[src/verilog/sdm_map.vh]
// Register map, field positions, codes and timing constants of the modulator control block
`ifndef SDM_MAP_VH
`define SDM_MAP_VH

`define SDM_CLK_NS          100
`define SDM_REF_LOSS_NS     10000
`define SDM_REF_LOSS_CYC    (`SDM_REF_LOSS_NS / `SDM_CLK_NS)
`define SDM_LOCK_RUN        3'h5
`define SDM_TMO_W           16

`define SDM_ADDR_W          4
`define SDM_OFF_CTRL        4'h0
`define SDM_OFF_STATUS      4'h4
`define SDM_OFF_IRQ_STATUS  4'h8
`define SDM_OFF_IRQ_MASK    4'hC

`define SDM_CTRL_ORDER_LSB  0
`define SDM_CTRL_ORDER_MSB  2
`define SDM_CTRL_NOISE_RANDOMIZE_STRENGTH_LSB   4
`define SDM_CTRL_NOISE_RANDOMIZE_STRENGTH_MSB   5
`define SDM_CTRL_FLOAT_BIT  8
`define SDM_CTRL_WIN_LSB    12
`define SDM_CTRL_WIN_MSB    14
`define SDM_CTRL_PIN_LSB    16
`define SDM_CTRL_PIN_MSB    18

`define SDM_ORDER_INT       3'h0
`define SDM_ORDER_FIRST     3'h1
`define SDM_ORDER_MAX       3'h4
`define SDM_NOISE_RANDOMIZE_STRENGTH_WEAK       2'h0
`define SDM_NOISE_RANDOMIZE_STRENGTH_OFF        2'h3
`define SDM_WIN_MAX         3'h5

`define SDM_PIN_HIZ         3'h0
`define SDM_PIN_HIGH        3'h1
`define SDM_PIN_LOW         3'h2
`define SDM_PIN_LOCK        3'h3
`define SDM_PIN_LOCK_INV    3'h4
`define SDM_PIN_LOCK_OD     3'h5

`define SDM_RST_ORDER       3'h3
`define SDM_RST_NOISE_RANDOMIZE_STRENGTH        2'h3
`define SDM_RST_WIN         3'h0
`define SDM_RST_PIN         3'h3

`define SDM_WIN0_PS         16'h0DAC
`define SDM_WIN1_PS         16'h157C
`define SDM_WIN2_PS         16'h1D4C
`define SDM_WIN3_PS         16'h251C
`define SDM_WIN4_PS         16'h2CEC
`define SDM_WIN5_PS         16'h34BC

`define SDM_IRQ_GAIN_BIT    0
`define SDM_IRQ_LOSS_BIT    1
`define SDM_IRQ_REF_BIT     2
`define SDM_IRQ_W           3

`define SDM_ST_LOCK_BIT     0
`define SDM_ST_NOISE_RANDOMIZE_STRENGTH_BIT     1
`define SDM_ST_COMP_BIT     2
`define SDM_ST_INT_BIT      3
`define SDM_ST_REFOK_BIT    4

`endif

[src/verilog/sdm_lock_top.v]
// Modulator configuration, charge pump float and digital lock detect with Avalon-MM registers
// Notes on behaviour
// Order 0 integer, 1-4 fractional, 5-7 illegal
// First order: no compensation, no dithering
// Dither codes weak, medium, strong, 3 off
// Software never dithers in integer/first order
// Software should disable dither at zero numerator
// Float bit set puts pump in high-impedance
// Lock after five consecutive in-window cycles
// Lock drives test/lock pin high
// Hold lock until offset exceeds same window
// Lost reference forces unlocked indication
// Window codes 0-5 give 3.5-13.5 ns
// Software keeps minimum window within 13.5 ns
// Software keeps period margin at least 3.5 ns
// Software keeps comparison rate within limits
// Out-of-window cycle resets consecutive count
`timescale 1ns/1ps
`default_nettype none
`include "sdm_map.vh"
module sdm_lock_top #(
	parameter REF_LOSS_CYC = `SDM_REF_LOSS_CYC
) (
	input  wire                   clk,
	input  wire                   rstn,
	input  wire [`SDM_ADDR_W-1:0] avs_address,
	input  wire                   avs_read,
	input  wire                   avs_write,
	input  wire [31:0]            avs_writedata,
	output reg  [31:0]            avs_readdata,
	output reg                    avs_waitrequest,
	input  wire                   pd_event,
	input  wire [15:0]            pd_offset_ps,
	output reg  [2:0]             modulator_order,
	output reg                    integer_mode,
	output reg                    analog_comp_en,
	output reg                    noise_randomize_en,
	output reg  [1:0]             noise_randomize_strength,
	output reg                    pump_float,
	output reg                    lock_detect,
	output reg                    test_lock_pin_out,
	output reg                    test_lock_pin_oe,
	output reg                    irq
);
	reg  [2:0]             cfg_order;
	reg  [1:0]             cfg_noise_randomize_strength;
	reg                    cfg_float;
	reg  [2:0]             lock_window_select;
	reg  [2:0]             cfg_pin;
	reg  [`SDM_IRQ_W-1:0]  irq_status;
	reg  [`SDM_IRQ_W-1:0]  irq_mask;
	reg  [`SDM_TMO_W-1:0]  ref_idle;
	reg                    ref_lost;
	reg                    ref_lost_q;
	wire                   in_window;
	wire                   locked;
	wire                   gained;
	wire                   lost;
	wire                   take;
	wire                   ack;
	wire                   noise_randomize_strength_allowed;
	wire [2:0]             wr_order;
	wire [2:0]             wr_win;
	wire [`SDM_IRQ_W-1:0]  events;
	wire [`SDM_IRQ_W-1:0]  rd_clear;
	reg  [31:0]            next_readdata;
	reg                    next_pin_out;
	reg                    next_pin_oe;

	sdm_window_cmp u_window (
		.win_sel   (lock_window_select),
		.offset_ps (pd_offset_ps),
		.in_window (in_window)
	);

	sdm_lock_count u_count (
		.clk          (clk),
		.rstn         (rstn),
		.pd_event     (pd_event),
		.in_window    (in_window),
		.force_unlock (ref_lost),
		.locked       (locked),
		.gained       (gained),
		.lost         (lost)
	);

	// One access is served per request; the wait state gives one cycle to decode
	assign take     = (avs_read | avs_write) & avs_waitrequest;
	// Writes land only at the edge where the master sees waitrequest low
	assign ack      = (avs_read | avs_write) & ~avs_waitrequest;
	assign wr_order = avs_writedata[`SDM_CTRL_ORDER_MSB:`SDM_CTRL_ORDER_LSB];
	assign wr_win   = avs_writedata[`SDM_CTRL_WIN_MSB:`SDM_CTRL_WIN_LSB];

	always @(posedge clk or negedge rstn) begin
		if (!rstn) begin
			avs_waitrequest <= 1'b1;
			avs_readdata    <= 32'h0000_0000;
		end else begin
			if (take) begin
				avs_waitrequest <= 1'b0;
				avs_readdata    <= avs_read ? next_readdata : 32'h0000_0000;
			end else begin
				avs_waitrequest <= 1'b1;
			end
		end
	end

	// Control register writes; illegal or reserved codes leave the field as it was
	always @(posedge clk or negedge rstn) begin
		if (!rstn) begin
			cfg_order          <= `SDM_RST_ORDER;
			cfg_noise_randomize_strength           <= `SDM_RST_NOISE_RANDOMIZE_STRENGTH;
			cfg_float          <= 1'b0;
			lock_window_select <= `SDM_RST_WIN;
			cfg_pin            <= `SDM_RST_PIN;
			irq_mask           <= {`SDM_IRQ_W{1'b0}};
		end else if (ack && avs_write) begin
			if (avs_address == `SDM_OFF_CTRL) begin
				if (wr_order <= `SDM_ORDER_MAX) begin
					cfg_order <= wr_order;
				end
				cfg_noise_randomize_strength  <= avs_writedata[`SDM_CTRL_NOISE_RANDOMIZE_STRENGTH_MSB:`SDM_CTRL_NOISE_RANDOMIZE_STRENGTH_LSB];
				cfg_float <= avs_writedata[`SDM_CTRL_FLOAT_BIT];
				if (wr_win <= `SDM_WIN_MAX) begin
					lock_window_select <= wr_win;
				end
				if (avs_writedata[`SDM_CTRL_PIN_MSB:`SDM_CTRL_PIN_LSB] <= `SDM_PIN_LOCK_OD) begin
					cfg_pin <= avs_writedata[`SDM_CTRL_PIN_MSB:`SDM_CTRL_PIN_LSB];
				end
			end else if (avs_address == `SDM_OFF_IRQ_MASK) begin
				irq_mask <= avs_writedata[`SDM_IRQ_W-1:0];
			end
		end
	end

	always @* begin
		next_readdata = 32'h0000_0000;
		case (avs_address)
			`SDM_OFF_CTRL: begin
				next_readdata[`SDM_CTRL_ORDER_MSB:`SDM_CTRL_ORDER_LSB] = cfg_order;
				next_readdata[`SDM_CTRL_NOISE_RANDOMIZE_STRENGTH_MSB:`SDM_CTRL_NOISE_RANDOMIZE_STRENGTH_LSB]   = cfg_noise_randomize_strength;
				next_readdata[`SDM_CTRL_FLOAT_BIT]                     = cfg_float;
				next_readdata[`SDM_CTRL_WIN_MSB:`SDM_CTRL_WIN_LSB]     = lock_window_select;
				next_readdata[`SDM_CTRL_PIN_MSB:`SDM_CTRL_PIN_LSB]     = cfg_pin;
			end
			`SDM_OFF_STATUS: begin
				next_readdata[`SDM_ST_LOCK_BIT]  = locked;
				next_readdata[`SDM_ST_NOISE_RANDOMIZE_STRENGTH_BIT]  = noise_randomize_en;
				next_readdata[`SDM_ST_COMP_BIT]  = analog_comp_en;
				next_readdata[`SDM_ST_INT_BIT]   = integer_mode;
				next_readdata[`SDM_ST_REFOK_BIT] = ~ref_lost;
			end
			`SDM_OFF_IRQ_STATUS: begin
				next_readdata[`SDM_IRQ_W-1:0] = irq_status;
			end
			`SDM_OFF_IRQ_MASK: begin
				next_readdata[`SDM_IRQ_W-1:0] = irq_mask;
			end
			default: begin
				next_readdata = 32'h0000_0000;
			end
		endcase
	end

	// Reference loss: no comparison event for a long stretch means the divider has stopped
	always @(posedge clk or negedge rstn) begin
		if (!rstn) begin
			ref_idle   <= {`SDM_TMO_W{1'b0}};
			ref_lost   <= 1'b0;
			ref_lost_q <= 1'b0;
		end else begin
			ref_lost_q <= ref_lost;
			if (pd_event) begin
				ref_idle <= {`SDM_TMO_W{1'b0}};
				ref_lost <= 1'b0;
			end else if (ref_idle >= REF_LOSS_CYC[`SDM_TMO_W-1:0] - 1'b1) begin
				ref_lost <= 1'b1;
			end else begin
				ref_idle <= ref_idle + 1'b1;
			end
		end
	end

	// Sticky events; a new event in the clearing read cycle survives
	assign events[`SDM_IRQ_GAIN_BIT] = gained;
	assign events[`SDM_IRQ_LOSS_BIT] = lost;
	assign events[`SDM_IRQ_REF_BIT]  = ref_lost & ~ref_lost_q;
	assign rd_clear = (take && avs_read && avs_address == `SDM_OFF_IRQ_STATUS) ?
		{`SDM_IRQ_W{1'b1}} : {`SDM_IRQ_W{1'b0}};

	always @(posedge clk or negedge rstn) begin
		if (!rstn) begin
			irq_status <= {`SDM_IRQ_W{1'b0}};
			irq        <= 1'b0;
		end else begin
			irq_status <= (irq_status & ~rd_clear) | events;
			irq        <= |(((irq_status & ~rd_clear) | events) & irq_mask);
		end
	end

	// Dithering is suppressed in integer and first order whatever software asks
	assign noise_randomize_strength_allowed = (cfg_order != `SDM_ORDER_INT) && (cfg_order != `SDM_ORDER_FIRST);

	always @(posedge clk or negedge rstn) begin
		if (!rstn) begin
			modulator_order          <= `SDM_RST_ORDER;
			integer_mode             <= 1'b0;
			analog_comp_en           <= 1'b0;
			noise_randomize_en       <= 1'b0;
			noise_randomize_strength <= `SDM_NOISE_RANDOMIZE_STRENGTH_WEAK;
			pump_float               <= 1'b0;
			lock_detect              <= 1'b0;
		end else begin
			modulator_order          <= cfg_order;
			integer_mode             <= (cfg_order == `SDM_ORDER_INT);
			analog_comp_en           <= noise_randomize_strength_allowed;
			noise_randomize_en       <= noise_randomize_strength_allowed && (cfg_noise_randomize_strength != `SDM_NOISE_RANDOMIZE_STRENGTH_OFF);
			noise_randomize_strength <= (cfg_noise_randomize_strength == `SDM_NOISE_RANDOMIZE_STRENGTH_OFF) ?
				`SDM_NOISE_RANDOMIZE_STRENGTH_WEAK : cfg_noise_randomize_strength;
			pump_float               <= cfg_float;
			lock_detect              <= locked;
		end
	end

	// Test/lock pin driver; open drain only ever pulls low
	always @* begin
		case (cfg_pin)
			`SDM_PIN_HIZ: begin
				next_pin_out = 1'b0;
				next_pin_oe  = 1'b0;
			end
			`SDM_PIN_HIGH: begin
				next_pin_out = 1'b1;
				next_pin_oe  = 1'b1;
			end
			`SDM_PIN_LOW: begin
				next_pin_out = 1'b0;
				next_pin_oe  = 1'b1;
			end
			`SDM_PIN_LOCK: begin
				next_pin_out = locked;
				next_pin_oe  = 1'b1;
			end
			`SDM_PIN_LOCK_INV: begin
				next_pin_out = ~locked;
				next_pin_oe  = 1'b1;
			end
			`SDM_PIN_LOCK_OD: begin
				next_pin_out = 1'b0;
				next_pin_oe  = ~locked;
			end
			default: begin
				next_pin_out = 1'b0;
				next_pin_oe  = 1'b0;
			end
		endcase
	end

	always @(posedge clk or negedge rstn) begin
		if (!rstn) begin
			test_lock_pin_out <= 1'b0;
			test_lock_pin_oe  <= 1'b1;
		end else begin
			test_lock_pin_out <= next_pin_out;
			test_lock_pin_oe  <= next_pin_oe;
		end
	end
endmodule
`default_nettype wire

[src/verilog/sdm_window_cmp.v]
// Window lookup and offset comparator for the lock detector
`timescale 1ns/1ps
`default_nettype none
`include "sdm_map.vh"
module sdm_window_cmp (
	input  wire [2:0]  win_sel,
	input  wire [15:0] offset_ps,
	output reg         in_window
);
	reg [15:0] limit_ps;
	always @* begin
		case (win_sel)
			3'h0: limit_ps = `SDM_WIN0_PS;
			3'h1: limit_ps = `SDM_WIN1_PS;
			3'h2: limit_ps = `SDM_WIN2_PS;
			3'h3: limit_ps = `SDM_WIN3_PS;
			3'h4: limit_ps = `SDM_WIN4_PS;
			default: limit_ps = `SDM_WIN5_PS;
		endcase
		// Same window for lock and unlock
		in_window = (offset_ps < limit_ps);
	end
endmodule
`default_nettype wire

[src/verilog/sdm_lock_count.v]
// Consecutive in-window counter and lock state
`timescale 1ns/1ps
`default_nettype none
`include "sdm_map.vh"
module sdm_lock_count (
	input  wire clk,
	input  wire rstn,
	input  wire pd_event,
	input  wire in_window,
	input  wire force_unlock,
	output reg  locked,
	output reg  gained,
	output reg  lost
);
	reg [2:0] run;
	always @(posedge clk or negedge rstn) begin
		if (!rstn) begin
			run    <= 3'h0;
			locked <= 1'b0;
			gained <= 1'b0;
			lost   <= 1'b0;
		end else begin
			gained <= 1'b0;
			lost   <= 1'b0;
			// The event that ends a silence counts, so a returning reference is not lost
			if (pd_event) begin
				if (!in_window) begin
					run    <= 3'h0;
					locked <= 1'b0;
					lost   <= locked;
				end else if (!locked) begin
					if (run == `SDM_LOCK_RUN - 3'h1) begin
						run    <= 3'h0;
						locked <= 1'b1;
						gained <= 1'b1;
					end else begin
						run <= run + 3'h1;
					end
				end
			end else if (force_unlock) begin
				run    <= 3'h0;
				locked <= 1'b0;
				lost   <= locked;
			end
		end
	end
endmodule
`default_nettype wire

[config.mk]
export PLATFORM = sky130hd
export DESIGN_NAME = sdm_lock_top
export DESIGN_NICKNAME = d
export VERILOG_FILES = /design/src/verilog/sdm_lock_top.v /design/src/verilog/sdm_window_cmp.v /design/src/verilog/sdm_lock_count.v
export VERILOG_INCLUDE_DIRS = /design/src /design/src/verilog
export SDC_FILE = /design/constraint.sdc
export NUM_CORES = 1
export LEC_CHECK = 0
export BUFFER_PORTS_ARGS = -buffer_cell sky130_fd_sc_hd__buf_4
export CAP_MARGIN = 10
export CELL_PAD_IN_SITES_DETAIL_PLACEMENT = 1
export CELL_PAD_IN_SITES_GLOBAL_PLACEMENT = 2
export CORE_UTILIZATION = 32
export CTS_CLUSTER_SIZE = 24
export DETAILED_ROUTE_END_ITERATION = 8
export GPL_ROUTABILITY_DRIVEN = 0
export PLACE_DENSITY = 0.91
export SYNTH_ARGS = -nofsm -noshare
export SYNTH_HDL_FRONTEND = slang
export SYNTH_HIERARCHICAL = 1
export SYNTH_SLANG_ARGS = --single-unit
[constraint.sdc]
create_clock -name clk -period 2.45 [get_ports clk]
set_clock_uncertainty 0.05 [all_clocks]
set_input_delay 0.49 -clock clk [delete_from_list [all_inputs] [get_ports clk]]
set_output_delay 0.49 -clock clk [all_outputs]
set_load 0.05 [all_outputs]
==> results <==
- The flow ran to the end, and the final reports show no timing, DRC or antenna violations.
- Counting every instance in the synthesized netlist gives 279.
- The vias after detailed routing is 2362.
- In this run, distinct cell masters in the synthesized netlist total 58.
- In the synthesized netlist the async set-or-reset flop fraction comes to 100%.
- Cells fill 41.3% of the core in the end.
- STA puts the critical path data required time at 2.63 ns.
- The critical path goes through buf_4, ha_1, or4b_1, a211oi_2, a221oi_2, nand2_2, nor2_4, a22o_2.
- The die boundary width is 102 um.
- In the final design database the tool counted 416 nets.
- The largest fanout on the critical path is 8.
- Once placement finished, the instance area stood at 0.00377 mm^2.
- Clock-pin slew was measured on the worst setup and hold paths at 0.08 ns.
- The violation count after the first detailed-route iteration is 48.
- The wire length per cell is 15.2 um.
- The share of the yosys chip area belonging to registers is 54.0%.
- The maximum number of pins on one net before global-route repair is 70.
- The final setup violation count is 0.
- Counting flops with a built-in enable in the synthesized netlist gives 0.
- Wires add up to 7.36 mm.
- The fraction of the cycle the final worst path needs is 95.5%.
- The combinational family with the most area after synthesis is simple AND/OR/NAND/NOR gates.
- The clock tree from TritonCTS is done.
- The post-synthesis to final-layout area growth is 25.3%.
- The adder-cell area share of the yosys netlist is 4.28%.
- After synthesis, the largest area contributor takes up 45.9% of total cell area.
- The post-synth design cell area is 0.00322 mm^2.
- The initial antenna violation count is 0.
- After layout, the worst setup slack is 0.110 ns.
- The wire length of the first global-routing pass is 12.3 mm.
- Summing the areas of all and, or, nand and nor instances in the mapped netlist gives 14.2% of the synthesized area.
- At the pin with the least slew margin, the transition time is 0.856 ns.
- The total CTS buffers is 9.
- The critical path startpoint is lock_window_select[2].
- The startpoint type of the worst setup path is a register.
- The standby leakage power is 0.00195 uW.
- The placed instance count is 469.
- The critical path runs through a total of 8 cells.
- Broken down by cell family, the worst path's largest delay share belongs to simple AND/OR/NAND/NOR gates.
- Global routing finished with a remaining overflow of 0.
- Power spread over the standard cell area amounts to 814 mW/mm^2.
- Cells with a size suffix above 1 make up 34.3% of the layout.
- After routing, the total negative slack on setup checks comes to 0 ns.
- The count of hold buffers inserted by post-cts repair is 0.
- The critical path is of the register to register type.
- The repair_antennas step left the layout with diodes totalling 0.
- Across the run, the number of max-cap violations was 0.
- The post-route antenna net violation count is 0.
- The synthesized area per cell is 11.5 um^2.
- The number of hold-slack violations in the final timing report came to 0.
- The number of synthesis warnings is 6.
- The total number of clock tree sinks is 69.
- The floorplan has 36 rows.
- Headroom to the max-slew limit came out at 42.9%.
- The number of pins with negative max-slew slack in the final report is 0.
- In the routed layout, each cell is associated on average with a via count of 4.86.
- In the global route stage, overall resource usage came out at 15.6%.
- The worst path needs 2.34 ns of the cycle, external delays included.
- The later pin in the worst-skew pair is clocked with a latency of 0.35 ns.
- The floorplan step defined a core boundary enclosing 0.00977 mm^2.
- Setup repair after global routing could not meet its margin everywhere.
- The number of H-tree levels is 3.
- The synthesized-area fraction occupied by xor and xnor cells is 0.272%.
- By area the synthesized netlist is led by dfrtp_1 (46%), dfstp_2 (8.2%), buf_4 (4.4%).
- The die footprint is 0.0105 mm^2.
- The cell with the biggest individual delay on the critical path is dfrtp_2.
- Fill cells in the final layout number 1115.
- The synthesized netlist devotes 13.9% of its cell area to compound gates.
- The proportion of synthesized area in mux cells is 6.03%.
- The number of global-route vias before repair is 2608.
- The dominant register cell in the synthesized netlist is dfrtp_1.
- Based on the critical path, the design can be clocked at up to 427 MHz.
- OpenSTA, run right after detailed placement, puts the worst setup slack at -0.0999 ns.
- The die is 102 um tall.
- The first-pass iteration count of the detailed router is 5.
- For the worst setup path, the data arrival time is 2.52 ns.
- The root buffer cell chosen for the clock tree is clkbuf_8.
- The largest total area in the synthesized netlist belongs to dfrtp_1.
- The initial cell density of the core is 32.9%.
- The worst-case clock buffer depth is 2.
- In the routed design, unresolved DRC markers number 0.
- The final standard cell count with taps included and fillers excluded is 486.
- The startpoint identified for the worst register-to-register timing path is lock_window_select[2].
- The half-perimeter wire length after placement is 5.31 mm.
- The most common cell after layout, fill and taps aside is buf_4.
- During placement, the flow inserted port buffers numbering 61.
- The number of synthesized register bits is 69.
- The category of the worst setup path capture point is a register.
- The number of ports placed on the die boundary is 103.
- VDD sags by at most 0.000268 V.
- The number of buffer and inverter stages on the critical path is 1.
- For the worst flop-to-flop path, the logic depth is 8.
- The path type of the worst min-delay path is input pin to asynchronous set/reset pin.
- The cell area after layout is 0.00403 mm^2.
- In the layout the commonest cells are buf_4 (66), dfrtp_1 (56), conb_1 (19), nor2_1 (17).
- On the worst path, the slowest cell contributes a delay of 0.48 ns.
- Setup slack on the worst reg-to-reg path comes out at 0.11 ns.
power by group:
group / switching (uW) / total (uW) / internal, uW
registers: 112 / 1400 / 1290
clock network: 442 / 1120 / 678
logic: 494 / 762 / 268
state kept, by name, summed over array words and instances (netlist names), 2 cells and up:
name	cells
noise_randomize_strength	2
lock_window_select	3
cfg_noise_randomize_strength	2
irq_mask	3
cfg_pin	3
modulator_order	3
avs_readdata	13
u_count/run	3
irq_status	3
ref_idle	16
cfg_order	3
what timing repair did:
action,in CTS,in global routing
gates resized for setup,2,6
setup buffers,0,1
pin swaps,0,1
setup endpoints to repair,5,6
cell families (layout without fill, tap and decap cells):
family | Yosys count | after routing
and+or+nand+nor | 78 | 78
DFF | 69 | 69
AOI/OAI and AO/OA | 64 | 64
buffers and inverters | 41 | 97
muxes | 14 | 14
adders and majority gates | 11 | 11
other | 1 | 19
xor gates and xnor gates | 1 | 1
layer usage:
metal	GRT usage, %	vias to the layer above	part of all wire [%]
li1	-	1091	-
met1	17.4	1198	42
met2	27.9	57	52
met3	3.63	16	3.7
met4	7.69	0	2.5
met5	0	-	0
stage by stage:
stage / hold WS, ns / total power (uW)
6_report: 0.197 / 3280
5_1_grt: 0.251 / 3430
4_1_cts: 0.226 / 3300
3_5_place_dp: 0.331 / 2170
3_3_place_gp: 0.327 / 2130
2_1_floorplan: 0.144 / 1910
final timing paths:
path / endpoint
max reg2reg: u_count/run[1]
max in group asynchronous: lock_window_select[1]
min reg2reg: modulator_order[1]
min: pump_float
min in group clk: cfg_order[1]
max: u_count/run[1]
layout make-up:
type,count,area [um^2],share of cell area (%)
clock buffer,10,128,3.16
clock inverter,6,111,2.76
inverter,15,56.3,1.40
multi-input combinational,187,1330,33.0
sequential,69,1740,43.2
tap,133,166,4.13
timing repair buffer,66,495,12.3
synth_stat cells, types with 6 or more instances:
library cell / n
nor2b_1: 15
nor3_1: 6
o21ai_0: 15
a22o_1: 11
mux2_2: 9
buf_4: 19
a21oi_1: 11
dfrtp_1: 59
nand2_1: 11
dfstp_2: 10
nor2_1: 18
ha_1: 11
inv_1: 15
(Power assumes the default switching activity.)
